<file path="src/pin_routing_params.svh">
// Purpose: Routing register offsets, resets and fields
// Assumes: Included by the design modules
// Notes: Definitions only
`ifndef PIN_ROUTING_PARAMS_SVH
`define PIN_ROUTING_PARAMS_SVH

// Register offsets
`define RT_ADDR_CLOCK_SOURCE 8'h11
`define RT_ADDR_DATA_SOURCE 8'h12
`define RT_ADDR_MIC_ROUTING 8'h13
`define RT_ADDR_PIN_ASSIGN 8'h14

// Reset values
`define RT_RST_CLOCK_SOURCE 8'h80
`define RT_RST_DATA_SOURCE 8'h00
`define RT_RST_MIC_ROUTING 8'h00
`define RT_RST_PIN_ASSIGN 8'h00

// Writable bits; reserved bits stay zero
`define RT_MASK_CLOCK_SOURCE 8'hFE
`define RT_MASK_DATA_SOURCE 8'hFC
`define RT_MASK_MIC_ROUTING 8'hFF
`define RT_MASK_PIN_ASSIGN 8'hFF

// Clock source fields
`define RT_PRI_IN_EN_BIT 7
`define RT_FS_HI 6
`define RT_FS_LO 4
`define RT_BCLK_HI 3
`define RT_BCLK_LO 1

// Data source fields
`define RT_SIN_HI 7
`define RT_SIN_LO 5
`define RT_SIN2_HI 4
`define RT_SIN2_LO 2

// Mic routing fields
`define RT_CH1_DIG_BIT 7
`define RT_CH2_DIG_BIT 6
`define RT_EDGE_A_BIT 5
`define RT_EDGE_B_BIT 4
`define RT_MIC_A_HI 3
`define RT_MIC_A_LO 2
`define RT_MIC_B_HI 1
`define RT_MIC_B_LO 0

// Pin assignment fields
`define RT_OVRD_BIT 7
`define RT_DOUT_DIN_BIT 6
`define RT_ADC_PD_HI 5
`define RT_ADC_PD_LO 4
`define RT_DAC_PD_HI 3
`define RT_DAC_PD_LO 2
`define RT_LIMITER_BIT 1
`define RT_AUX_AMP_BIT 0

// Data output pin function codes
`define RT_DOUT_FN_INPUT 4'h1
`define RT_DOUT_FN_PRIMARY_OUT 4'h5

`endif

</file>
<file path="src/pin_routing_pkg.sv">
// Purpose: Types shared by the routing modules
// Assumes: Codes as held in the selector fields
// Notes: Numbers live in pin_routing_params.svh
package pin_routing_pkg;
    typedef enum logic [2:0] {
        SRC_OFF = 3'h0,
        SRC_GP1 = 3'h1,
        SRC_GP2 = 3'h2,
        SRC_IP1 = 3'h3,
        SRC_DOUT = 3'h4,
        SRC_PRIMARY = 3'h5,
        SRC_RES6 = 3'h6,
        SRC_RES7 = 3'h7
    } src_code_t;

    typedef logic [7:0] reg_byte_t;
endpackage

</file>
<file path="src/route_if.sv">
// Purpose: Pins, codes and routed results between modules
// Assumes: One clock domain; plain levels
// Notes: Top drives pins and codes, the mux returns results
`timescale 1ns/1ps
`default_nettype none
interface route_if;
    logic gp1;
    logic gp2;
    logic ip1;
    logic dout_in;
    logic din;
    logic pfs;
    logic pbclk;
    logic [2:0] fs_code;
    logic [2:0] bclk_code;
    logic [2:0] in_code;
    logic [2:0] in2_code;
    logic [1:0] mic_a_code;
    logic [1:0] mic_b_code;
    logic [1:0] adc_code;
    logic [1:0] dac_code;
    logic mic_ovrd;
    logic fs;
    logic bclk;
    logic sin;
    logic sin2;
    logic mic_a;
    logic mic_b;
    logic adc_pin;
    logic dac_pin;
    logic sec_en;

    modport mux (
        input gp1, gp2, ip1, dout_in, din, pfs, pbclk,
        input fs_code, bclk_code, in_code, in2_code,
        input mic_a_code, mic_b_code, adc_code, dac_code, mic_ovrd,
        output fs, bclk, sin, sin2, mic_a, mic_b, adc_pin, dac_pin, sec_en
    );
    modport top (
        output gp1, gp2, ip1, dout_in, din, pfs, pbclk,
        output fs_code, bclk_code, in_code, in2_code,
        output mic_a_code, mic_b_code, adc_code, dac_code, mic_ovrd,
        input fs, bclk, sin, sin2, mic_a, mic_b, adc_pin, dac_pin, sec_en
    );
endinterface
`default_nettype wire

</file>
<file path="src/pin_source_mux.sv">
// Purpose: Pin selection for each routed function
// Assumes: Codes come straight from the registers
// Notes: Reserved codes route nothing and read low
`timescale 1ns/1ps
`default_nettype none
module pin_source_mux (
    route_if.mux bus
);
    import pin_routing_pkg::*;

    // Three-bit selector; caller gives codes 4 and 5
    function automatic logic pick3(input logic [2:0] code,
                                   input logic p, input logic q,
                                   input logic r, input logic c4,
                                   input logic c5);
        logic v;
        v = 1'b0;
        case (src_code_t'(code))
            SRC_GP1: v = p;
            SRC_GP2: v = q;
            SRC_IP1: v = r;
            SRC_DOUT: v = c4;
            SRC_PRIMARY: v = c5;
            default: v = 1'b0; // Off or reserved
        endcase
        return v;
    endfunction

    // Two-bit selector over the general pins and the third pin the caller gives
    function automatic logic pick2(input logic [1:0] code,
                                   input logic p, input logic q,
                                   input logic r);
        return pick3({1'b0, code}, p, q, r, 1'b0, 1'b0);
    endfunction

    // Port is on only when both clock selectors name a real source
    function automatic logic code_live(input logic [2:0] code);
        return (code != 3'h0) && (code != 3'h4) && (code <= 3'h5);
    endfunction

    logic mic_ip1;

    // Override swaps input pin one for the data input pin
    assign mic_ip1 = bus.mic_ovrd ? bus.din : bus.ip1;

    // Secondary port clocks, reserved code 4 refused
    assign bus.fs = pick3(bus.fs_code, bus.gp1, bus.gp2, bus.ip1,
                          1'b0, bus.pfs);
    assign bus.bclk = pick3(bus.bclk_code, bus.gp1, bus.gp2, bus.ip1,
                            1'b0, bus.pbclk);
    assign bus.sec_en = code_live(bus.fs_code) &
                        code_live(bus.bclk_code);

    // Secondary port data inputs
    assign bus.sin = pick3(bus.in_code, bus.gp1, bus.gp2, bus.ip1,
                           bus.dout_in, bus.din);
    assign bus.sin2 = pick3(bus.in2_code, bus.gp1, bus.gp2, bus.ip1,
                            bus.dout_in, bus.din);

    // Microphone data pins
    assign bus.mic_a = pick2(bus.mic_a_code, bus.gp1, bus.gp2,
                             mic_ip1);
    assign bus.mic_b = pick2(bus.mic_b_code, bus.gp1, bus.gp2,
                             mic_ip1);

    // Power-down request pins
    assign bus.adc_pin = pick2(bus.adc_code, bus.gp1, bus.gp2,
                               bus.ip1);
    assign bus.dac_pin = pick2(bus.dac_code, bus.gp1, bus.gp2,
                               bus.ip1);
endmodule // pin_source_mux
`default_nettype wire

</file>
<file path="src/audio_interface_pin_routing.sv">
// Purpose: Pin routing registers and registered routed outputs
// Assumes: Pins and control port synchronous to i_clock
// Notes: One cycle of delay on every routed signal
`timescale 1ns/1ps
`default_nettype none
`include "pin_routing_params.svh"
module audio_interface_pin_routing #(
    parameter int REG_WIDTH = 8
) (
    input wire logic i_clock,
    input wire logic i_nrst,
    input wire logic i_wr_en,
    input wire logic i_rd_en,
    input wire logic [7:0] i_addr,
    input wire pin_routing_pkg::reg_byte_t i_wr_data,
    output logic [7:0] o_rd_data,

    input wire logic i_general_pin_one,
    input wire logic i_general_pin_two,
    input wire logic i_input_pin_one,
    input wire logic i_primary_data_in,
    input wire logic i_primary_frame_sync,
    input wire logic i_primary_bit_clock,
    input wire logic i_primary_data_out,
    input wire logic [3:0] i_dout_function,
    input wire logic i_dout_pin_in,
    input wire logic i_density_mod_clock,
    input wire logic i_adc_soft_power,
    input wire logic i_dac_soft_power,

    output logic o_dout_pin_out,
    output logic o_dout_pin_oe,
    output logic o_primary_input,
    output logic o_secondary_enable,
    output logic o_secondary_frame_sync,
    output logic o_secondary_bit_clock,
    output logic o_secondary_input,
    output logic o_secondary_input2,
    output logic o_record_ch1_digital_select,
    output logic o_record_ch2_digital_select,
    output logic [3:0] o_mic_samples,
    output logic o_adc_power_down,
    output logic o_dac_power_down,
    output logic o_power_limiter,
    output logic o_aux_amplifier
);
    import pin_routing_pkg::*;

    // Only byte registers are served
    if (REG_WIDTH != 8) begin : g_width_check
        $error("REG_WIDTH must be 8");
    end

    ////////////////////////////////////////////////////////////////////////
    // Configuration registers

    reg_byte_t clock_source_r, clock_source_nxt;
    reg_byte_t data_source_r, data_source_nxt;
    reg_byte_t mic_routing_r, mic_routing_nxt;
    reg_byte_t pin_assign_r, pin_assign_nxt;

    logic [7:0] rd_data_nxt;

    // Masked writes keep reserved bits at zero
    always_comb begin
        clock_source_nxt = clock_source_r;
        data_source_nxt = data_source_r;
        mic_routing_nxt = mic_routing_r;
        pin_assign_nxt = pin_assign_r;
        if (i_wr_en) begin
            case (i_addr)
                `RT_ADDR_CLOCK_SOURCE: begin
                    clock_source_nxt = i_wr_data &
                        `RT_MASK_CLOCK_SOURCE;
                end

                `RT_ADDR_DATA_SOURCE: begin
                    data_source_nxt = i_wr_data &
                        `RT_MASK_DATA_SOURCE;
                end

                `RT_ADDR_MIC_ROUTING: begin
                    mic_routing_nxt = i_wr_data & `RT_MASK_MIC_ROUTING;
                end
                `RT_ADDR_PIN_ASSIGN: begin
                    pin_assign_nxt = i_wr_data & `RT_MASK_PIN_ASSIGN;
                end
                default: begin
                    clock_source_nxt = clock_source_r;
                end
            endcase
        end
    end

    // Read data, unmapped offsets read zero
    always_comb begin
        rd_data_nxt = o_rd_data;
        if (i_rd_en) begin
            case (i_addr)
                `RT_ADDR_CLOCK_SOURCE: rd_data_nxt = clock_source_r;
                `RT_ADDR_DATA_SOURCE: rd_data_nxt = data_source_r;
                `RT_ADDR_MIC_ROUTING: rd_data_nxt = mic_routing_r;
                `RT_ADDR_PIN_ASSIGN: rd_data_nxt = pin_assign_r;
                default: rd_data_nxt = 8'h00;
            endcase
        end
    end

    // Register file state
    always_ff @(posedge i_clock) begin
        if (!i_nrst) begin
            clock_source_r <= `RT_RST_CLOCK_SOURCE;
            data_source_r <= `RT_RST_DATA_SOURCE;
            mic_routing_r <= `RT_RST_MIC_ROUTING;
            pin_assign_r <= `RT_RST_PIN_ASSIGN;
            o_rd_data <= 8'h00;
        end else begin
            clock_source_r <= clock_source_nxt;
            data_source_r <= data_source_nxt;
            mic_routing_r <= mic_routing_nxt;
            pin_assign_r <= pin_assign_nxt;
            o_rd_data <= rd_data_nxt;
        end
    end

    ////////////////////////////////////////////////////////////////////////
    // Pin selection

    route_if rt ();
    logic dout_is_input;
    logic dout_drives;

    // Data output pin mode: function code or dual use
    assign dout_is_input = (i_dout_function == `RT_DOUT_FN_INPUT) |
                           pin_assign_r[`RT_DOUT_DIN_BIT];
    assign dout_drives = (i_dout_function == `RT_DOUT_FN_PRIMARY_OUT);

    // Pins and codes toward the selector
    assign rt.gp1 = i_general_pin_one;
    assign rt.gp2 = i_general_pin_two;
    assign rt.ip1 = i_input_pin_one;
    assign rt.dout_in = dout_is_input & i_dout_pin_in;
    assign rt.din = i_primary_data_in;
    assign rt.pfs = i_primary_frame_sync;
    assign rt.pbclk = i_primary_bit_clock;

    assign rt.fs_code = clock_source_r[`RT_FS_HI:`RT_FS_LO];
    assign rt.bclk_code = clock_source_r[`RT_BCLK_HI:`RT_BCLK_LO];
    assign rt.in_code = data_source_r[`RT_SIN_HI:`RT_SIN_LO];
    assign rt.in2_code = data_source_r[`RT_SIN2_HI:`RT_SIN2_LO];
    assign rt.mic_a_code = mic_routing_r[`RT_MIC_A_HI:`RT_MIC_A_LO];
    assign rt.mic_b_code = mic_routing_r[`RT_MIC_B_HI:`RT_MIC_B_LO];
    assign rt.adc_code = pin_assign_r[`RT_ADC_PD_HI:`RT_ADC_PD_LO];
    assign rt.dac_code = pin_assign_r[`RT_DAC_PD_HI:`RT_DAC_PD_LO];
    assign rt.mic_ovrd = pin_assign_r[`RT_OVRD_BIT];

    pin_source_mux u_mux (
        .bus(rt.mux)
    );

    ////////////////////////////////////////////////////////////////////////
    // Digital microphone latching

    logic dmc_prev_r, dmc_prev_nxt;
    logic [3:0] mic_nxt;
    logic dmc_rise;
    logic dmc_fall;

    // Density clock edges at the system clock
    assign dmc_rise = i_density_mod_clock & ~dmc_prev_r;
    assign dmc_fall = ~i_density_mod_clock & dmc_prev_r;

    // First edge of a pair is the fall unless swapped
    function automatic logic latch_now(input logic swap, input logic first);
        return (swap ^ first) ? dmc_fall : dmc_rise;
    endfunction

    // Sample hold for four mic channels
    always_comb begin
        dmc_prev_nxt = i_density_mod_clock;
        mic_nxt = o_mic_samples;

        if (latch_now(mic_routing_r[`RT_EDGE_A_BIT], 1'b1)) begin
            mic_nxt[0] = rt.mic_a;
        end

        if (latch_now(mic_routing_r[`RT_EDGE_A_BIT], 1'b0)) begin
            mic_nxt[1] = rt.mic_a;
        end

        if (latch_now(mic_routing_r[`RT_EDGE_B_BIT], 1'b1)) begin
            mic_nxt[2] = rt.mic_b;
        end

        if (latch_now(mic_routing_r[`RT_EDGE_B_BIT], 1'b0)) begin
            mic_nxt[3] = rt.mic_b;
        end
    end

    // Microphone latch state
    always_ff @(posedge i_clock) begin
        if (!i_nrst) begin
            // Idle low, so release brings no false edge
            dmc_prev_r <= 1'b0;
            o_mic_samples <= 4'h0;
        end else begin
            dmc_prev_r <= dmc_prev_nxt;
            o_mic_samples <= mic_nxt;
        end
    end

    ////////////////////////////////////////////////////////////////////////
    // Registered routed outputs

    logic dout_out_nxt, dout_oe_nxt, primary_in_nxt;
    logic sec_en_nxt, sec_fs_nxt, sec_bclk_nxt, sec_in_nxt, sec_in2_nxt;
    logic ch1_dig_nxt, ch2_dig_nxt;
    logic adc_pd_nxt, dac_pd_nxt, limiter_nxt, aux_amp_nxt;

    // Next values of every routed output
    always_comb begin
        dout_oe_nxt = dout_drives;
        dout_out_nxt = dout_drives & i_primary_data_out;

        primary_in_nxt = clock_source_r[`RT_PRI_IN_EN_BIT] &
                         i_primary_data_in;
        sec_en_nxt = rt.sec_en;
        sec_fs_nxt = rt.sec_en & rt.fs;
        sec_bclk_nxt = rt.sec_en & rt.bclk;
        sec_in_nxt = rt.sin;
        sec_in2_nxt = rt.sin2;

        ch1_dig_nxt = mic_routing_r[`RT_CH1_DIG_BIT];
        ch2_dig_nxt = mic_routing_r[`RT_CH2_DIG_BIT];

        adc_pd_nxt = rt.adc_pin | ~i_adc_soft_power;
        dac_pd_nxt = rt.dac_pin | ~i_dac_soft_power;
        limiter_nxt = pin_assign_r[`RT_LIMITER_BIT] &
                      i_general_pin_one;
        aux_amp_nxt = pin_assign_r[`RT_AUX_AMP_BIT] &
                      i_general_pin_one;
    end

    // Output flops
    always_ff @(posedge i_clock) begin
        if (!i_nrst) begin
            o_dout_pin_out <= 1'b0;
            o_dout_pin_oe <= 1'b0;
            o_primary_input <= 1'b0;
            o_secondary_enable <= 1'b0;
            o_secondary_frame_sync <= 1'b0;
            o_secondary_bit_clock <= 1'b0;
            o_secondary_input <= 1'b0;
            o_secondary_input2 <= 1'b0;
            o_record_ch1_digital_select <= 1'b0;
            o_record_ch2_digital_select <= 1'b0;
            // Converters start powered down
            o_adc_power_down <= 1'b1;
            o_dac_power_down <= 1'b1;
            o_power_limiter <= 1'b0;
            o_aux_amplifier <= 1'b0;
        end else begin
            o_dout_pin_out <= dout_out_nxt;
            o_dout_pin_oe <= dout_oe_nxt;
            o_primary_input <= primary_in_nxt;
            o_secondary_enable <= sec_en_nxt;
            o_secondary_frame_sync <= sec_fs_nxt;
            o_secondary_bit_clock <= sec_bclk_nxt;
            o_secondary_input <= sec_in_nxt;
            o_secondary_input2 <= sec_in2_nxt;
            o_record_ch1_digital_select <= ch1_dig_nxt;
            o_record_ch2_digital_select <= ch2_dig_nxt;
            o_adc_power_down <= adc_pd_nxt;
            o_dac_power_down <= dac_pd_nxt;
            o_power_limiter <= limiter_nxt;
            o_aux_amplifier <= aux_amp_nxt;
        end
    end
endmodule // audio_interface_pin_routing
`default_nettype wire

</file>
<file path="config.mk">
export PLATFORM = sky130hd
export DESIGN_NAME = audio_interface_pin_routing
export DESIGN_NICKNAME = d
export VERILOG_FILES = /design/src/pin_routing_pkg.sv /design/src/route_if.sv /design/src/pin_source_mux.sv /design/src/audio_interface_pin_routing.sv
export VERILOG_INCLUDE_DIRS = /design/src /design/src/src
export SDC_FILE = /design/constraint.sdc
export NUM_CORES = 1
export LEC_CHECK = 0
export BUFFER_PORTS_ARGS = -buffer_cell sky130_fd_sc_hd__buf_2
export CELL_PAD_IN_SITES_DETAIL_PLACEMENT = 1
export CELL_PAD_IN_SITES_GLOBAL_PLACEMENT = 1
export CORE_MARGIN = 10
export CORE_UTILIZATION = 43
export CTS_CLUSTER_SIZE = 28
export DETAILED_ROUTE_END_ITERATION = 7
export GPL_TIMING_DRIVEN = 0
export PLACE_DENSITY_LB_ADDON = 0.12
export RECOVER_POWER = 100
export SYNTH_ARGS = -nofsm -noshare
export SYNTH_HDL_FRONTEND = slang
export SYNTH_SLANG_ARGS = --single-unit
</file>
<file path="constraint.sdc">
create_clock -name i_clock -period 4.52 [get_ports i_clock]
set_clock_uncertainty 0.05 [all_clocks]
set_input_delay 1.13 -clock i_clock [delete_from_list [all_inputs] [get_ports i_clock]]
set_output_delay 1.13 -clock i_clock [all_outputs]
set_load 0.01 [all_outputs]
</file>
==> results.py <==
metrics = {
    "critical_path": {
        "cp.arrival_ns": 3.39,
        "cp-start-kind": "primary input",
        "cp-end-kind": "register",
        "critPathRequiredTime_ns": 4.67,
        "critPathKind": "primary input to register",
        "cp_max_fo": 10,
        "rr_worst_depth": 5,
    },
    "floorplanning": {
        "fp-row-count": 28,
        "die_h_um": 97.9,
        "num_io_pins": 61,
        "core-area_mm2": 0.00592,
        "dieArea_mm2": 0.00958,
        "start_util": 0.440,
        "fp.dieW_um": 97.9,
    },
    "grt": {
        "grt_pass1_vias": 2563,
        "antenna_found_initial": 0,
        "grt_max_degree": 17,
        "grt_pass1_wl_um": 13100,
        "grt.overflow.total": 0,
        "track_usage": 0.166,
    },
    "drt": {
        "via_per_inst": 5.69,
        "routedWlPerCell_um": 19.1,
        "firstDrtPassIters": 4,
        "wirelength_um": 8130,
        "drt_iter0_drc": 114,
        "drc": 0,
        "ant_nets": 0,
        "vias": 2418,
    },
    "run": {
        "drv_cap": 0,
    },
    "min_path": {
        "hold_depth": 2,
        "hold_path_class": "register to register",
    },
    "placement": {
        "placedCellCount": 417,
        "io_buffers": 58,
        "gp_congestion": 0.778,
        "dp_hpwl_um": 6090,
    },
    "logic_synthesis": {
        "syn-cell-area_mm2": 0.00261,
        "seq_area_frac_synth": 0.430,
        "synth_fa_ha_area_frac": 0,
        "synth_compound_area_frac": 0.195,
        "synthMuxAreaShare": 0.0897,
        "synth_edf_count": 0,
        "synth-async-reset-ratio": 0,
        "synth-xor-area-share": 0,
        "synth-simple-area-share": 0.246,
        "ys.flop_type": "dfxtp_1",
        "synth_nets": 319,
        "synth_top_family_by_area": "simple AND/OR/NAND/NOR gates",
        "yosysUniqueCellTypes": 56,
        "ys_ff_latch": 56,
        "ys_warn_count": 0,
        "synth_cells": 284,
        "syn_area_per_cell_um2": 9.18,
    },
    "cts": {
        "ctsHtreeMaxLevel": 2,
        "cts_tree": "done",
        "clkTransAtPathRegs_ns": 0.10,
        "cts.sinks": 56,
        "post_cts.repair.setup_buffers": 0,
        "clk_latency_ns": 0.31,
        "clockBufferDepth": 2,
        "cts.repair.resized": 0,
        "numCtsBuffers": 5,
        "cts_root_buf": "clkbuf_8",
        "cts_hold_buf": 0,
    },
    "sta": {
        "drv_slew": 0,
        "final.min_clock_period_ns": 3.24,
        "tightest_slew_ns": 1.21,
        "fmax_ghz": 0.308,
        "slew_headroom": 0.194,
        "setup_viol": 0,
        "finalCritPeriodShare": 0.717,
        "rsz0062_at_grt": "no",
        "finalHoldViolCount": 0,
        "fin_setup_tns_ns": 0,
    },
    "finish": {
        "drive_above_1_share": 0.140,
        "area_growth_pct": 14.5,
        "num-fill-cells": 731,
        "antennaDiodeCount": 0,
        "layoutNonFillerInstCount": 425,
        "final_nets": 384,
    },
    "power": {
        "p_per_area_mw_per_mm2": 291,
        "peakVddDrop_mv": 0.129,
        "leakage_nw": 1.16,
    },
    "run_status": {
        "status": "finished, final reports clean",
    },
}
==> cell type report <==
type	instances	area, um2	area share
clock inverters	1	7.51	0.00251
repair buffers	58	256	0.0859
multi-input cells	206	1330	0.444
clock buffers	7	86.3	0.0289
well taps	75	93.8	0.0314
flip-flops and latches	56	1120	0.376
plain buffers	14	65.1	0.0218
inverters	8	30.0	0.0101
==> synth_stat cells, types with 2 or more instances <==
master	count	area share
dfxtp_1	56	0.43
nand2_1	32	0.046
nor2_1	21	0.030
mux2i_1	20	0.077
nand3_1	16	0.031
o21ai_1	12	0.023
o21ai_0	11	0.021
clkbuf_1	8	0.012
inv_1	8	0.012
nand3b_1	7	0.020
nor2b_1	6	0.014
a211oi_1	5	0.014
a21oi_1	5	0.0096
a22oi_1	5	0.014
a31o_1	5	0.017
and3_1	5	0.012
o2bb2ai_1	5	0.017
and2_1	4	0.0096
mux2_2	3	0.013
a21o_1	2	0.0058
a311oi_1	2	0.0067
a31o_2	2	0.0067
buf_2	2	0.0038
buf_6	2	0.0086
nand2b_1	2	0.0048
nand4_2	2	0.0096
nor4b_1	2	0.0067
nor4bb_1	2	0.0077
o211ai_1	2	0.0058
o22ai_1	2	0.0048
o311ai_0	2	0.0067
o41ai_1	2	0.0067
==> cells by family after synthesis <==
family                 count (synthesis)
AO/OA/AOI/OAI                         72
buffers and inverters                 22
flip-flops                            56
multiplexers                          23
AND/OR/NAND/NOR                      111
==> final timing paths <==
| path | start | slack [ns] | endpoint |
|---|---|---|---|
| worst min-delay path | o_rd_data[2] | 0.39 | o_rd_data[2] |
| worst min register to register | o_rd_data[2] | 0.39 | o_rd_data[2] |
| worst max-delay path | i_addr[2] | 1.28 | pin_assign_r[5] |
| worst max register to register | dmc_prev_r | 2.95 | o_mic_samples[3] |
==> per-layer routing <==
layer | vias to the layer above | wire length (um) | track usage
li1 | 1173 | - | -
met4 | 0 | 123 | 0.0459
met3 | 8 | 438 | 0.0416
met2 | 73 | 3770 | 0.278
met1 | 1164 | 3790 | 0.205
met5 | - | 0 | 0
==> sequential cells by signal, indices dropped and copies added, names as in the netlist, 4 cells and up <==
register	flops
o_mic_samples	4
o_rd_data	8
data_source_r	6
clock_source_r	7
pin_assign_r	8
mic_routing_r	8
==> layout by cell type (no fill, tap or decap), types with 3 or more instances in the layout <==
cell type	n
a211oi_1	5
a21oi_1	5
a22oi_1	5
a31o_1	5
and2_0	4
and3_1	5
buf_2	32
clkbuf_1	39
clkbuf_8	6
dfxtp_1	56
inv_1	8
mux2_2	3
mux2i_1	20
nand2_1	32
nand3_1	16
nand3b_1	7
nand4_1	4
nor2_1	21
nor2b_1	6
o21ai_0	22
o2bb2ai_1	5
==> power breakdown <==
| group | leakage [nW] | switching (mW) | internal (mW) |
|---|---|---|---|
| Sequential | 0.453 | 0.00215 | 0.497 |
| Combinational | 0.663 | 0.0475 | 0.0260 |
| Clock | 0.0445 | 0.171 | 0.125 |
==> stage by stage <==
step	util	setup WS [ns]	hold WS (ns)	area (um2)	power (mW)
after floorplan	-	2.23	0.378	2610	0.548
after global placement	0.505	1.89	0.371	2990	0.588
after detailed placement	0.505	1.87	0.378	2990	0.590
after CTS	0.521	2.21	0.394	3090	0.882
after global routing	0.504	1.11	0.414	2990	0.905
final	0.504	1.28	0.394	2990	0.869
==> worst max-delay path, stage by stage <==
cell and delay [ns]:
clkbuf_1 0.25, nor3b_1 1.01, nand4_1 0.53, buf_6 0.30, nand3_1 0.08, o21ai_0 0.09
Power figures use the tool's default switching activity.
